--- src/tppt_defines.svh ---
// Offsets, fields, reset values and timing counts of the preamble and port timing block
`ifndef TPPT_DEFINES_SVH
`define TPPT_DEFINES_SVH
`define TPPT_ADR_ETC2      4'h0
`define TPPT_ADR_CTRL      4'h4
`define TPPT_ADR_STAT      4'h8
`define TPPT_ADR_RES       4'hC
`define TPPT_ETC2_RST      16'h0000
`define TPPT_PRE_MSB       4
`define TPPT_PRE_LSB       2
`define TPPT_PCT_MSB       1
`define TPPT_PCT_LSB       0
`define TPPT_CTRL_START    0
`define TPPT_TST_MSB       2
`define TPPT_TST_LSB       1
`define TPPT_CLK_MHZ       20
`define TPPT_UNIT_US       128
`define TPPT_UNIT_CYC      (`TPPT_UNIT_US * `TPPT_CLK_MHZ)
`endif

--- src/tppt_pkg.sv ---
// Types of the preamble and port timing block
package tppt_pkg;
   typedef enum logic [1:0] {
      TPPT_IDLE = 2'b00,
      TPPT_RUN  = 2'b01,
      TPPT_WAIT = 2'b11
   } tppt_state_e;
   typedef struct packed {
      logic        cyc;
      logic        stb;
      logic        we;
      logic [3:0]  sel;
      logic [3:0]  adr;
      logic [31:0] dat;
   } tppt_wb_req_s;
endpackage : tppt_pkg

--- src/tppt_timing.sv ---
// Preamble and port cycle timing sequencer with its Wishbone register slave
//
// Our own choices: register access over Wishbone and the register addresses.
`timescale 1ns/1ns
`default_nettype none
`include "tppt_defines.svh"
module tppt_timing #(
   parameter logic [15:0] UNIT_CYC = 16'(`TPPT_UNIT_CYC)
) (
   input  wire logic                  clk_i,
   input  wire logic                  rst_i,
   input  wire tppt_pkg::tppt_wb_req_s wb_req_i,
   output logic [31:0]                wb_dat_o,
   output logic                       wb_ack_o,
   input  wire logic                  port_done_i,
   output logic                       port_start_o,
   output logic                       dummy_o,
   output logic                       timeout_o,
   output logic                       result_valid_o
);
   import tppt_pkg::*;

   ////////////////////////////////////////////////////////////////////////////////
   function automatic logic [17:0] port_limit(input logic [1:0] sel);
      port_limit = 18'({16'h0000, sel} + 18'h00001) * 18'(UNIT_CYC);
   endfunction : port_limit

   logic [15:0]  etc2_r;
   logic [1:0]   tst_r;
   logic         start_r;
   tppt_state_e  state_r;
   logic [17:0]  cnt_r;
   logic [2:0]   pre_r;
   logic [1:0]   port_r;
   logic [15:0]  res_r;
   logic [1:0]   sync_r;
   logic         done_d_r;
   logic         done_ev;
   logic         wb_hit;
   logic [17:0]  limit;
   logic         slot_end;
   logic         seq_end;

   ////////////////////////////////////////////////////////////////////////////////
   // Wishbone slave: one wait state, ack held for one cycle only
   assign wb_hit = wb_req_i.cyc & wb_req_i.stb & ~wb_ack_o;

   always_ff @(posedge clk_i) begin
      if (rst_i) begin
         wb_ack_o <= 1'b0;
      end else begin
         wb_ack_o <= wb_hit;
      end
   end

   always_ff @(posedge clk_i) begin
      if (rst_i) begin
         etc2_r <= `TPPT_ETC2_RST;
         tst_r  <= 2'h0;
      end else if (wb_hit && wb_req_i.we) begin
         if (wb_req_i.adr == `TPPT_ADR_ETC2) begin
            if (wb_req_i.sel[0]) etc2_r[7:0] <= wb_req_i.dat[7:0];
            if (wb_req_i.sel[1]) etc2_r[15:8] <= wb_req_i.dat[15:8];
         end
         if (wb_req_i.adr == `TPPT_ADR_CTRL && wb_req_i.sel[0]) begin
            tst_r <= wb_req_i.dat[`TPPT_TST_MSB:`TPPT_TST_LSB];
         end
      end
   end

   // Start is a one-cycle pulse; a start while busy is ignored
   always_ff @(posedge clk_i) begin
      if (rst_i) begin
         start_r <= 1'b0;
      end else begin
         start_r <= wb_hit & wb_req_i.we & wb_req_i.sel[0] & (wb_req_i.adr == `TPPT_ADR_CTRL)
                    & wb_req_i.dat[`TPPT_CTRL_START] & (state_r == TPPT_IDLE);
      end
   end

   always_ff @(posedge clk_i) begin
      if (rst_i) begin
         wb_dat_o <= 32'h0000_0000;
      end else if (wb_hit && !wb_req_i.we) begin
         case (wb_req_i.adr)
            `TPPT_ADR_ETC2: wb_dat_o <= {16'h0000, etc2_r};
            `TPPT_ADR_CTRL: wb_dat_o <= {29'h0000_0000, tst_r, 1'b0};
            `TPPT_ADR_STAT: wb_dat_o <= {24'h00_0000, port_r, pre_r, dummy_o, state_r};
            `TPPT_ADR_RES:  wb_dat_o <= {16'h0000, res_r};
            default:        wb_dat_o <= 32'h0000_0000;
         endcase
      end
   end

   ////////////////////////////////////////////////////////////////////////////////
   // Done pin crosses in from the analog side; the edge is taken after the second stage
   always_ff @(posedge clk_i) begin
      if (rst_i) begin
         sync_r   <= 2'b00;
         done_d_r <= 1'b0;
      end else begin
         sync_r   <= {sync_r[0], port_done_i};
         done_d_r <= sync_r[1];
      end
   end
   assign done_ev = sync_r[1] & ~done_d_r;

   ////////////////////////////////////////////////////////////////////////////////
   // Sequencer
   assign limit    = port_limit(etc2_r[`TPPT_PCT_MSB:`TPPT_PCT_LSB]);
   assign slot_end = (state_r != TPPT_IDLE) && (cnt_r == limit - 18'h00001);
   assign seq_end  = slot_end && (port_r == tst_r);

   always_ff @(posedge clk_i) begin
      if (rst_i) begin
         state_r      <= TPPT_IDLE;
         cnt_r        <= 18'h00000;
         pre_r        <= 3'h0;
         port_r       <= 2'h0;
         dummy_o      <= 1'b0;
         port_start_o <= 1'b0;
      end else begin
         port_start_o <= 1'b0;
         case (state_r)
            TPPT_IDLE: begin
               cnt_r  <= 18'h00000;
               port_r <= 2'h0;
               if (start_r) begin
                  pre_r        <= etc2_r[`TPPT_PRE_MSB:`TPPT_PRE_LSB];
                  dummy_o      <= etc2_r[`TPPT_PRE_MSB:`TPPT_PRE_LSB] != 3'h0;
                  port_start_o <= 1'b1;
                  state_r      <= TPPT_RUN;
               end
            end
            TPPT_RUN, TPPT_WAIT: begin
               cnt_r <= cnt_r + 18'h00001;
               if (state_r == TPPT_RUN && done_ev) begin
                  state_r <= TPPT_WAIT;
               end
               if (seq_end) begin
                  cnt_r  <= 18'h00000;
                  port_r <= 2'h0;
                  if (pre_r != 3'h0) begin
                     pre_r        <= pre_r - 3'h1;
                     dummy_o      <= pre_r != 3'h1;
                     port_start_o <= 1'b1;
                     state_r      <= TPPT_RUN;
                  end else begin
                     dummy_o <= 1'b0;
                     state_r <= TPPT_IDLE;
                  end
               end else if (slot_end) begin
                  // Next start counts from the previous start, not from the done edge
                  cnt_r        <= 18'h00000;
                  port_r       <= port_r + 2'h1;
                  port_start_o <= 1'b1;
                  state_r      <= TPPT_RUN;
               end
            end
            default: state_r <= TPPT_IDLE;
         endcase
      end
   end

   always_ff @(posedge clk_i) begin
      if (rst_i) begin
         timeout_o <= 1'b0;
      end else begin
         timeout_o <= slot_end && (state_r == TPPT_RUN) && !done_ev;
      end
   end

   // Dummy results are dropped here so averaging downstream never sees them
   always_ff @(posedge clk_i) begin
      if (rst_i) begin
         res_r          <= 16'h0000;
         result_valid_o <= 1'b0;
      end else begin
         result_valid_o <= 1'b0;
         if (state_r == TPPT_RUN && done_ev && !dummy_o) begin
            res_r          <= cnt_r[15:0];
            result_valid_o <= 1'b1;
         end
      end
   end

   ////////////////////////////////////////////////////////////////////////////////
   // The slot counter is zero while the start pulse stands, and the pulse has dropped one edge later
   a_start_spacing: assert property (@(posedge clk_i) disable iff (rst_i)
      port_start_o && state_r != TPPT_IDLE |-> (cnt_r == 18'h00000) ##1 !port_start_o)
      else $error("port start not spaced from previous start");
   a_slot_restart: assert property (@(posedge clk_i) disable iff (rst_i)
      slot_end && !seq_end |=> port_start_o && cnt_r == 18'h00000 && state_r == TPPT_RUN)
      else $error("next port did not start at slot end");
   a_seq_finish: assert property (@(posedge clk_i) disable iff (rst_i)
      seq_end && pre_r == 3'h0 |=> state_r == TPPT_IDLE && !port_start_o)
      else $error("real sequence not followed by idle");
   a_period_limit: assert property (@(posedge clk_i) disable iff (rst_i)
      state_r != TPPT_IDLE |-> cnt_r < limit)
      else $error("port slot ran past its cycle time");
   a_timeout_slot: assert property (@(posedge clk_i) disable iff (rst_i)
      timeout_o |-> $past(slot_end) && $past(state_r) == TPPT_RUN)
      else $error("timeout outside slot end");
   a_dummy_drop: assert property (@(posedge clk_i) disable iff (rst_i)
      result_valid_o |-> !$past(dummy_o))
      else $error("dummy result reported");
   a_preamble_load: assert property (@(posedge clk_i) disable iff (rst_i)
      start_r |=> pre_r == $past(etc2_r[`TPPT_PRE_MSB:`TPPT_PRE_LSB]))
      else $error("preamble count not loaded");
   a_seq_ports: assert property (@(posedge clk_i) disable iff (rst_i)
      state_r != TPPT_IDLE |-> port_r <= tst_r)
      else $error("sequence ran more ports than configured");
   a_dummy_flag: assert property (@(posedge clk_i) disable iff (rst_i)
      state_r != TPPT_IDLE && pre_r == 3'h0 |-> !dummy_o)
      else $error("dummy flag set in real sequence");
   a_ack_pulse: assert property (@(posedge clk_i) disable iff (rst_i)
      wb_ack_o |=> !wb_ack_o)
      else $error("ack held longer than one cycle");
   c_preamble_run: cover property (@(posedge clk_i) disable iff (rst_i) seq_end && dummy_o);
   c_timeout: cover property (@(posedge clk_i) disable iff (rst_i) timeout_o);
   c_real_result: cover property (@(posedge clk_i) disable iff (rst_i) result_valid_o);
   c_real_start: cover property (@(posedge clk_i) disable iff (rst_i) port_start_o && !dummy_o);
   c_wait_slot: cover property (@(posedge clk_i) disable iff (rst_i) state_r == TPPT_WAIT && slot_end);
endmodule : tppt_timing
`default_nettype wire

--- config.mk ---
export PLATFORM = sky130hd
export DESIGN_NAME = tppt_timing
export DESIGN_NICKNAME = d
export VERILOG_FILES = /design/src/tppt_pkg.sv /design/src/tppt_timing.sv
export VERILOG_INCLUDE_DIRS = /design/src
export SDC_FILE = /design/constraint.sdc
export NUM_CORES = 1
export LEC_CHECK = 0
export ABC_AREA = 0
export BUFFER_PORTS_ARGS = -buffer_cell sky130_fd_sc_hd__buf_2
export CORE_UTILIZATION = 30
export CTS_CLUSTER_DIAMETER = 50
export CTS_CLUSTER_SIZE = 20
export DETAILED_ROUTE_END_ITERATION = 6
export MAX_ROUTING_LAYER = met4
export PLACE_DENSITY_LB_ADDON = 0.25
export SYNTH_ARGS = -nofsm -noshare
export SYNTH_HDL_FRONTEND = slang
export SYNTH_SLANG_ARGS = --single-unit
export TNS_END_PERCENT = 100
--- constraint.sdc ---
create_clock -name clk_i -period 2.6 [get_ports clk_i]
set_input_delay 0.52 -clock clk_i [delete_from_list [all_inputs] [get_ports clk_i]]
set_output_delay 0.52 -clock clk_i [all_outputs]
set_load 0.02 [all_outputs]
**Yosys cells after proc, flatten, opt, wreduce, memory -nomap -nowiden**

Index checks and enable logic that the tools add are counted.

- Eq/ne operators: 13
- Multiply operators: 1
- Reductions and logical operators: 26
- $add $sub $neg: 5
- Div/mod/pow operators: 0
- Magnitude comparators: 0
- Bitwise operators: 10
- Shift-type cells: 0
- Muxes and demuxes: 27

Operator list:

| kind | count |
|---|---|
| case mux 16 bit (4 select lines) | 1 |
| two-way mux 18 bit | 2 |
| case mux 18 bit (2 select lines) | 1 |
| adder 18 x 1 -> 18 bit (second input constant) | 1 |
| equality test 18 bit | 1 |
| subtractor 15 x 1 -> 16 bit (second input constant) | 1 |
| two-way mux 2 bit | 6 |
| logical AND 1 bit | 9 |
| two-way mux 1 bit | 9 |
| two-way mux 3 bit | 3 |
| AND reduction 3 bit | 3 |
| bitwise AND 1 bit | 8 |
| equality test 4 bit (second input constant) | 2 |
| case mux 2 bit (2 select lines) | 2 |
| multiplier 3 x 3 -> 6 bit (second input constant) | 1 |
| != test 2 bit (second input constant) | 3 |
| case mux 3 bit (2 select lines) | 1 |
| AND reduction 2 bit | 3 |
| nonzero test 3 bit | 2 |
| equality test 4 x 3 -> 1 bit (second input constant) | 1 |
| logical NOT 4 bit | 1 |
| != test 4 bit (second input constant) | 1 |
| case mux 1 bit (2 select lines) | 2 |
| AND reduction 4 bit | 1 |
| 13 further kinds | 17 |

- Word-level logic and storage cells: 99
- RAM bits: 0
- Output and inout port bits: 37
- Memories: 0
- Latch bits: 0
- Bits in registers: 100
- Bits of input ports: 46
- Bits in read-only memories: 0

**Longest topological paths before layout**

Gate-level depths: netlist (run 1).

- Word-level depth: 8
- Depth in mapped cells: 8
- Mapped depth without buffers: 7

**Worst setup path before layout (run 1)**

OpenSTA, ideal clock, no wires.

- Kind: reg2reg
- Start: reg etc2_r[1]
- End: reg cnt_r[15]
- Slack: 301 ps
- Cell stages (with the launch flop): 9
- Required time: 2480 ps
- Library setup time: 120 ps
- Period minus slack after synthesis: 2299 ps
- Arrival time: 2179 ps
- Path buffers: 1
- Path through: dfxtp_1 inv_1 ha_1 xnor2_1 or4_4 o311ai_4 buf_6 nor3b_1 a211o_1

- Longest elaborated chain between the ends: 8
- Elaborated cells between the ends (all ways): 9
- Classes of those cells: add/sub: 2; mul: 1; eq/ne: 1; mux: 3; reduce/logical: 2

RTL lines:

| item | line | source |
|---|---|---|
| start: declaration | tppt_timing.sv:28 | `logic [15:0] etc2_r;` |
| start signal: assignment | tppt_timing.sv:58 | `` etc2_r <= `TPPT_ETC2_RST; `` |
| start signal: assignment | tppt_timing.sv:62 | `if (wb_req_i.sel[0]) etc2_r[7:0] <= wb_req_i.dat[7:0];` |
| adder 2 x 1 -> 3 bit * | tppt_timing.sv:25 | `port_limit = 18'({16'h0000, sel} + 18'h00001) * 18'(UNIT_CYC);` |
| multiplier 3 x 3 -> 6 bit * | tppt_timing.sv:25 |  |
| subtractor 15 x 1 -> 16 bit * | tppt_timing.sv:111 | `assign slot_end = (state_r != TPPT_IDLE) && (cnt_r == limit - 18'h00001);` |
| equality test 18 bit * | tppt_timing.sv:111 |  |
| logical AND 1 bit * | tppt_timing.sv:111 |  |
| two-way mux 18 bit / logical AND 1 bit (equally long branches) | tppt_timing.sv:152, tppt_timing.sv:112 |  |
| two-way mux 18 bit * | tppt_timing.sv:140 | `if (seq_end) begin` |
| case mux 18 bit (2 select lines) * | tppt_timing.sv:124 | `case (state_r)` |
| end signal: assignment | tppt_timing.sv:136 | `cnt_r <= cnt_r + 18'h00001;` |
| end: declaration | tppt_timing.sv:32 | `logic [17:0] cnt_r;` |

Every way passes the cells marked *; elsewhere a longest branch is shown, timed or not.
A chain may end at the register's enable or synchronous reset.

**Final worst setup path (run 1)**

- Start: reg etc2_r[0]
- End: reg cnt_r[5]

The elaborated chain is that of the path after synthesis.

==> results of run 1 <==
-- critical path: stages (launching register included) --
cell,delay (ns)
dfxtp_1,0.47
ha_1,0.29
xnor2_1,0.15
or4_4,0.59
o311ai_4,0.47
buf_4,0.22
or3_1,0.10
o21ai_0,0.06
-- synthesized netlist by cell type, types with 11 or more instances --
cell type	number
nand2_1	57
a21oi_1	30
o21ai_0	22
nand3_1	11
nor2_1	51
a22oi_1	16
dfxtp_1	84
buf_4	17
clkbuf_1	19
mux2i_1	25
-- placed cells by master (no fill, tap or decap), drive strengths merged, types with 7 or more instances in the layout --
cell type	netlist	final
dfxtp	84	84
buf	21	68
nand2	57	57
nor2	51	51
a21oi	30	30
mux2i	25	25
o21ai	22	22
a22oi	16	16
conb	1	16
nand3	11	11
clkbuf	21	10
inv	8	10
and3	8	8
a22o	8	8
xor2	7	7
-- through the flow --
step | total power, mW | utilization [%] | cell area (sq um) | worst slack (ns) | instances
6_report | 2.71 | 36.7 | 4670 | 0.137 | 682
4_1_cts | 2.75 | 36.7 | 4670 | 0.129 | 682
3_5_place_dp | 1.42 | 34.3 | 4360 | 0.124 | 666
5_1_grt | 2.81 | 36.7 | 4670 | 0.00837 | 682
2_1_floorplan | 1.40 | - | 4010 | 0.301 | 468
3_3_place_gp | 1.42 | 34.3 | 4360 | 0.149 | 666
-- power breakdown --
part / total (mW) / internal (mW) / switching, mW
clock network: 1.32 / 0.777 / 0.541
registers: 1.29 / 1.29 / 0.00115
logic: 0.103 / 0.0296 / 0.0732
-- worst max-delay path by stage --
stage | start | end | slack, ns | cells past startpoint
floorplan | etc2_r[1]$_SDFFE_PP0P_ | cnt_r[15]$_SDFFE_PP0P_ | 0.30 | 8
global placement | etc2_r[0]$_SDFFE_PP0P_ | cnt_r[5]$_SDFFE_PP0P_ | 0.15 | 7
detailed placement | etc2_r[0]$_SDFFE_PP0P_ | cnt_r[7]$_SDFFE_PP0P_ | 0.12 | 7
CTS | etc2_r[0]$_SDFFE_PP0P_ | cnt_r[7]$_SDFFE_PP0P_ | 0.13 | 7
global route | etc2_r[0]$_SDFFE_PP0P_ | cnt_r[7]$_SDFFE_PP0P_ | 0.008 | 7
finish | etc2_r[0]$_SDFFE_PP0P_ | cnt_r[5]$_SDFFE_PP0P_ | 0.14 | 7
-- sequential cells by signal, summed over array words and instances (netlist names) --
name / count
tst_r: 2
pre_r: 3
done_d_r: 1
wb_ack_o: 1
port_start_o: 1
sync_r: 2
cnt_r: 18
timeout_o: 1
wb_dat_o: 16
etc2_r: 16
state_r: 2
result_valid_o: 1
dummy_o: 1
res_r: 16
port_r: 2
start_r: 1
-- layout make-up --
cell class / count / share of cell area (%)
Multi-Input combinational cell: 333 / 43.7
Tap cell: 172 / 4.61
Timing Repair Buffer: 68 / 8.35
Sequential cell: 84 / 36.0
Clock inverter: 6 / 1.50
Clock buffer: 10 / 5.11
Inverter: 9 / 0.723
-- per-layer routing --
layer	up-vias	part of all wire [%]	GRT usage, %
li1	1688	-	-
met4	0	1.1	5.49
met3	13	4.5	3.04
met2	95	45	23.3
met1	1602	50	21.6
met5	-	0	-
-- kinds of logic after synthesis --
| group | count (synthesis) |
|---|---|
| AO/OA/AOI/OAI | 100 |
| AND/OR/NAND/NOR | 174 |
| other | 1 |
| buffers and inverters | 51 |
| flip-flops | 84 |
| XOR/XNOR | 10 |
| adder cells (fa/ha/maj) | 6 |
| multiplexers | 27 |
==> metrics.csv, run 1 <==
metric,value,unit
final wirelength,9.91,mm
maximum clock frequency,406,MHz
DRC violation count after routing,0,
cell chosen for the clock root,clkbuf_16,
number of synthesized flops with an enable pin,0,
Worst Clk Skew,0.00905,ns
input/output buffers,48,
level count of the clock H-tree,3,
cts-stage hold buffer count,0,
CP Launch Type,flip-flop,
hold violation count in the final report,0,
area of the mapped netlist,3950,sq um
Synth Area in Compound Gates,16.9,%
"Setup Fix Bufs, Post-CTS",0,
Max rail drop VDD,307,uV
worst slew margin relative to its limit,52.9,%
overall die area,13600,sq um
cell type contributing the most total cell area after synthesis,dfxtp_1,
wire length of the first global-routing pass,16.0,mm
register area,1680,sq um
worst-margin pin slew,0.707,ns
Setup crit end kind,flip-flop,
"flops & latches, synth",84,
accumulated negative setup slack,0,ns
Starting Density,31.1,%
worst setup path category,reg -> reg,
area of the core region,12700,sq um
"basic-gate share of the synthesized area counting and, or, nand and nor cells",21.3,%
count of fill cells added during filler insertion,1316,
YS warnings,0,
post-synthesis adder-cell area fraction,1.90,%
initial antenna violation count,0,
"Gates resized, CTS repair",0,
start point of the worst hold path,port_done_i,
Netlist cell types,59,
vias per std cell,4.98,
Via Count,3398,
leakage dissipation,1.98,nW
area of combinational cells with multiple inputs,2040,sq um
final-layout worst hold slack,0.390,ns
total grt overflow,0,
global placement routability congestion,0.832,
run status,"finished, final reports clean",
number of diodes added for antenna fixing,0,
Period minus WS final,2.46,ns
share of synthesized area occupied by flip-flops and latches,42.5,%
R2R Path End,cnt_r[5]$_SDFFE_PP0P_,
clock sink count,84,
pin count of the biggest net entering global routing,66,
Clock Tree Buf Depth,2,
startpoint of the worst-slack reg-to-reg timing path,etc2_r[0]$_SDFFE_PP0P_,
reg2reg path depth,7,
number of cells traversed by the worst hold path,2,
classification of the worst-slack hold path,in -> reg,
xor/xnor share of the synthesized area,2.60,%
via count of the first global-routing pass,3050,
drt initial violations,285,
final setup violation count,0,
Worst Path Required,2.83,ns
"top cells by area, synth","dfxtp_1 43%, mux2i_1 6.3%, nand2_1 5.4%",
RSZ-0062 raised after global routing,no,
TritonCTS clock tree,built,
"critical path fanouts, max",7,
number of nets in the layout,557,
dominant synthesized flop cell,dfxtp_1,
end point of the worst hold path,sync_r[0]$_SDFF_PP0_,
areal power density over the cells,580,nW/um^2
detailed-placement wirelength estimate,7.13,mm
clock transition at the register clock pins on the worst setup and hold paths after CTS,0.06,ns
number of cells produced by synthesis,453,
Crit path arrival time,2.69,ns
final critical-path share of the clock period,94.7,%
Area growth syn-to-layout,18.2,%
Final ANT Viol Nets,0,
Die Width,117,microns
register-to-register path setup slack,0.14,ns
syn avg cell area,8.73,sq um
total number of placement rows,41,
max-cap check violation count,0,
share of flip-flops with an asynchronous set or reset,0,%
proportion of layout cells with a drive suffix above 1,18.4,%
number of max-slew violations in the final report,0,
combinational family with the most area after synthesis,simple AND/OR/NAND/NOR gates,
Worst-Skew Late Latency,0.34,ns
Die Y-Extent,117,microns
Total GRT Usage,15.8,%
number of buffers created by CTS,9,
wire length per cell,14.5,microns
number of search-and-repair iterations in the first detailed-routing pass,5,
mux share of post-synthesis cell area,7.47,%
share of the synthesized area in the top cell type,42.5,%
I/O pin count,83,
(Power assumes the default switching activity.)
==> run 2: changes to the inputs <==
--- a/config.mk
+++ b/config.mk
@@ -8,6 +8,8 @@
 export LEC_CHECK = 0
 export ABC_AREA = 0
 export BUFFER_PORTS_ARGS = -buffer_cell sky130_fd_sc_hd__buf_2
+export CELL_PAD_IN_SITES_DETAIL_PLACEMENT = 1
+export CELL_PAD_IN_SITES_GLOBAL_PLACEMENT = 2
 export CORE_UTILIZATION = 30
 export CTS_CLUSTER_DIAMETER = 50
 export CTS_CLUSTER_SIZE = 20
==> metrics.csv, run 2 (same netlist as run 1, synthesis figures left out) <==
metric,value,unit
count of fill cells added during filler insertion,1526,
number of search-and-repair iterations in the first detailed-routing pass,4,
part of the total power dissipated in combinational logic,3.6,%
maximum cell stage delay along the critical path,0.59,ns
worst setup path category,reg -> reg,
CP max stage cell,or4_4,
final core utilization,37.2,%
Final Non-Filler Cells,684,
leakage dissipation,2.03,nW
drt initial violations,197,
wire length of the first global-routing pass,18.3,mm
clock sink count,84,
via count of the first global-routing pass,3419,
Worst Path Required,2.85,ns
RSZ-0062 raised after global routing,no,
classification of the worst-slack hold path,in -> reg,
level count of the clock H-tree,3,
area of the core region,12700,sq um
sequential power share,44.1,%
"flip-flop count of the largest register, all copies and words added",18,
Clock Tree Buf Depth,2,
overall die area,13600,sq um
"leading cell types in the layout, fill and taps excluded","84 x dfxtp_1, 57 x nand2_1, 51 x nor2_1",
final wirelength,11.4,mm
number of diodes added for antenna fixing,0,
max-cap check violation count,0,
initial antenna violation count,0,
Die Y-Extent,117,microns
cell chosen for the clock root,clkbuf_16,
Worst Clk Skew,0.00787,ns
Starting Density,31.1,%
number of buffers created by CTS,9,
cts-stage hold buffer count,0,
input/output buffers,48,
maximum clock frequency,410,MHz
clock network power share,52.3,%
final critical-path share of the clock period,93.9,%
Final ANT Viol Nets,0,
pin count of the biggest net entering global routing,52,
Max rail drop VDD,305,uV
"commonest non-fill, non-tap cell in the layout",dfxtp_1,
detailed-placement wirelength estimate,8.33,mm
Switch Pwr,0.614,mW
final setup violation count,0,
DRC violation count after routing,0,
ordered list of cells on the worst path,"ha_1, xnor2_1, or4_4, o311ai_4, buf_4, a21oi_1, a21o_1",
"Gates resized, CTS repair",0,
placed cell count,667,
Period minus WS final,2.44,ns
Area after DPL,4370,sq um
Total GRT Usage,18.4,%
I/O pin count,83,
final-layout worst hold slack,0.388,ns
vias per std cell,5.04,
total grt overflow,0,
run status,"finished, final reports clean",
wire length per cell,16.6,microns
Area growth syn-to-layout,19.7,%
proportion of layout cells with a drive suffix above 1,18.6,%
hold violation count in the final report,0,
global placement routability congestion,0.794,
Worst-Skew Late Latency,0.35,ns
Die Width,117,microns
TritonCTS clock tree,built,
"critical path fanouts, max",7,
areal power density over the cells,618,nW/um^2
total number of placement rows,41,
register with the most flip-flops,cnt_r,
fraction of power spent switching nets,21.0,%
number of max-slew violations in the final report,0,
worst slew margin relative to its limit,52.4,%
Via Count,3445,
internal power of the cells,2.31,mW
number of nets in the layout,559,
worst-margin pin slew,0.712,ns
fin area,4730,sq um
clock transition at the register clock pins on the worst setup and hold paths after CTS,0.06,ns
Setup crit end kind,flip-flop,
Crit path arrival time,2.69,ns
accumulated negative setup slack,0,ns
CP Launch Type,flip-flop,
==> run 2: cell count changes in the layout (fill, tap and decap cells not counted), sizes merged <==
cell      before  now
buf           68   70
clkbuf        10   12
clkinvlp       3    0
bufinv         1    3
inv           10    8
clkinv         1    2
==> run 2: per-layer routing <==
layer,vias to the layer above,part of all wire [%],global-route usage [%]
li1,1680,-,-
met2,73,44,28.1
met1,1680,51,24.1
met3,12,3.3,3.30
met5,-,0,-
met4,0,1.5,7.51
==> run 2: area by class of cell <==
| class | instances | area [sq um] | area share [%] |
|---|---|---|---|
| multi-input cells | 333 | 2040 | 43.2 |
| clock buffers | 12 | 256 | 5.42 |
| inverters | 9 | 33.8 | 0.714 |
| clock inverters | 4 | 95.1 | 2.01 |
| well taps | 172 | 215 | 4.55 |
| flip-flops and latches | 84 | 1680 | 35.5 |
| repair buffers | 70 | 405 | 8.57 |
==> run 2: through the flow <==
stage	setup WS (ns)	total power [mW]
floorplan	0.301	1.40
finish	0.159	2.92
global route	0.0218	3.03
global placement	0.195	1.42
CTS	0.132	2.95
detailed placement	0.147	1.43
==> run 2: critical path, delay by kind of cell (launching register included) <==
family          cells  cell delay (ns)
compound gates      3             0.67
simple gates        1             0.59
fa+ha+maj           1             0.28
buf+inv             1             0.23
flops               1             0.43
xor+xnor            1             0.15
==> run 2: timing repair <==
| action | CTS | global route |
|---|---|---|
| endpoints found under the hold margin | 0 | 0 |
| setup buffers | 0 | 1 |
| endpoints found under the setup margin | 0 | 1 |
==> run 2: worst paths after layout <==
check                          from  cells after the start                      to  slack, ns
min                     port_done_i                      2    sync_r[0]$_SDFF_PP0_       0.39
min reg2reg    sync_r[0]$_SDFF_PP0_                      1    sync_r[1]$_SDFF_PP0_       0.44
max reg2reg  etc2_r[0]$_SDFFE_PP0P_                      7  cnt_r[13]$_SDFFE_PP0P_       0.16
max          etc2_r[0]$_SDFFE_PP0P_                      7  cnt_r[13]$_SDFFE_PP0P_       0.16
==> run 2: power groups by stage <==
stage / Combinational [mW] / Clock, mW / Sequential (mW)
floorplan: 0.0839 / 0 / 1.32
global placement: 0.104 / 0 / 1.32
detailed placement: 0.106 / 0 / 1.32
CTS: 0.106 / 1.56 / 1.29
global route: 0.114 / 1.63 / 1.29
finish: 0.105 / 1.53 / 1.29
==> run 3: changes to the inputs <==
--- a/config.mk
+++ b/config.mk
@@ -15,7 +15,8 @@
 export CTS_CLUSTER_SIZE = 20
 export DETAILED_ROUTE_END_ITERATION = 6
 export MAX_ROUTING_LAYER = met4
-export PLACE_DENSITY_LB_ADDON = 0.25
+export PLACE_DENSITY_LB_ADDON = 0.1
+export RECOVER_POWER = 50
 export SYNTH_ARGS = -nofsm -noshare
 export SYNTH_HDL_FRONTEND = slang
 export SYNTH_SLANG_ARGS = --single-unit
==> metrics.csv, run 3 (same netlist as run 1, synthesis figures left out) <==
metric,value,unit
input/output buffers,48,
I/O pin count,83,
Total GRT Usage,18.2,%
leakage dissipation,1.91,nW
detailed-placement wirelength estimate,8.21,mm
max-cap check violation count,0,
clock sink count,84,
area of the core region,12700,sq um
classification of the worst-slack hold path,in -> reg,
vias per std cell,4.95,
"crit path setup slack, layout",0.161,ns
Worst Path Required,2.83,ns
number of search-and-repair iterations in the first detailed-routing pass,4,
global placement routability congestion,0.766,
accumulated negative setup slack,0,ns
Starting Density,31.1,%
run status,"finished, final reports clean",
Crit path arrival time,2.67,ns
drt initial violations,118,
maximum clock frequency,410,MHz
pin count of the biggest net entering global routing,66,
number of nets in the layout,563,
area of combinational cells with multiple inputs,2040,sq um
cts-stage hold buffer count,0,
Area growth syn-to-layout,18.2,%
"Gates resized, CTS repair",0,
total grt overflow,0,
worst setup path category,reg -> reg,
worst slew margin relative to its limit,8.19,%
pre-CTS worst setup slack,0.143,ns
"flip-flop count of the largest register, all copies and words added",18,
total number of placement rows,41,
DRC violation count after routing,0,
Setup crit end kind,flip-flop,
Die Width,117,microns
RSZ-0062 raised after global routing,no,
CP max stage cell,or4_4,
ordered list of cells on the worst path,"ha_1, xnor2_1, or4_4, o311ai_4, buf_4, or3_1, nand3_1",
final core utilization,36.7,%
Via Count,3404,
hold violation count in the final report,0,
final critical-path share of the clock period,93.8,%
number of diodes added for antenna fixing,0,
"leading cell types in the layout, fill and taps excluded","84 x dfxtp_1, 57 x nand2_1, 51 x nor2_1",
count of fill cells added during filler insertion,1563,
"critical path fanouts, max",8,
areal power density over the cells,581,nW/um^2
maximum cell stage delay along the critical path,0.59,ns
Clock Tree Buf Depth,2,
Die Y-Extent,117,microns
wire length of the first global-routing pass,18.0,mm
overall die area,13600,sq um
number of buffers created by CTS,9,
register with the most flip-flops,cnt_r,
proportion of layout cells with a drive suffix above 1,14.5,%
Final ANT Viol Nets,0,
Max rail drop VDD,255,uV
Worst-Skew Late Latency,0.35,ns
via count of the first global-routing pass,3425,
worst-margin pin slew,1.38,ns
initial antenna violation count,0,
level count of the clock H-tree,3,
clock transition at the register clock pins on the worst setup and hold paths after CTS,0.06,ns
final setup violation count,0,
CP Launch Type,flip-flop,
final wirelength,11.2,mm
register area,1680,sq um
TritonCTS clock tree,built,
"Setup Fix Bufs, Post-CTS",0,
"commonest non-fill, non-tap cell in the layout",dfxtp_1,
wire length per cell,16.2,microns
Worst Clk Skew,0.00594,ns
number of max-slew violations in the final report,0,
cell chosen for the clock root,clkbuf_16,
Period minus WS final,2.44,ns
==> run 3: layout make-up <==
| type | instances | share of cell area (%) |
|---|---|---|
| Clock buffer | 9 | 4.82 |
| Clock inverter | 7 | 1.61 |
| Inverter | 9 | 0.723 |
| Multi-Input combinational cell | 333 | 43.7 |
| Sequential cell | 84 | 36.0 |
| Tap cell | 172 | 4.61 |
| Timing Repair Buffer | 74 | 8.49 |
==> run 3: final timing paths <==
check                         startpoint                    end  slack [ns]  cells after the start
setup / recovery  etc2_r[0]$_SDFFE_PP0P_  cnt_r[9]$_SDFFE_PP0P_        0.16                      7
hold / removal               port_done_i   sync_r[0]$_SDFF_PP0_        0.39                      2
setup reg to reg  etc2_r[0]$_SDFFE_PP0P_  cnt_r[9]$_SDFFE_PP0P_        0.16                      7
hold reg to reg     sync_r[0]$_SDFF_PP0_   sync_r[1]$_SDFF_PP0_        0.44                      1
==> run 3: metrics by stage <==
step	power (mW)	cells	hold slack, ns	instance area (sq um)
after floorplan	1.40	468	0.414	4010
after global placement	1.42	672	0.430	4410
after detailed placement	1.42	672	0.430	4410
after CTS	2.76	688	0.385	4710
after global routing	2.83	688	0.416	4670
final	2.71	688	0.388	4670
==> run 3: worst max-delay path: cells and delay by family, from the launching register on <==
kind / cells / cell delay [ns]
flops: 1 / 0.41
simple gates: 3 / 0.76
buf+inv: 1 / 0.23
compound gates: 1 / 0.50
fa+ha+maj: 1 / 0.27
xor+xnor: 1 / 0.14
==> run 3: power by group <==
part           leakage, nW  internal, mW  switching [mW]
sequential           0.677          1.29         0.00121
clock                0.138         0.750           0.572
combinational         1.09        0.0281          0.0733
==> run 3: per-layer routing <==
| layer | wire, microns | vias to the layer above | global-route usage, % |
|---|---|---|---|
| met5 | 0 | - | - |
| met1 | 5700 | 1641 | 24.0 |
| met3 | 350 | 13 | 3.30 |
| li1 | - | 1692 | - |
| met4 | 159 | 0 | 7.43 |
| met2 | 4950 | 58 | 27.5 |
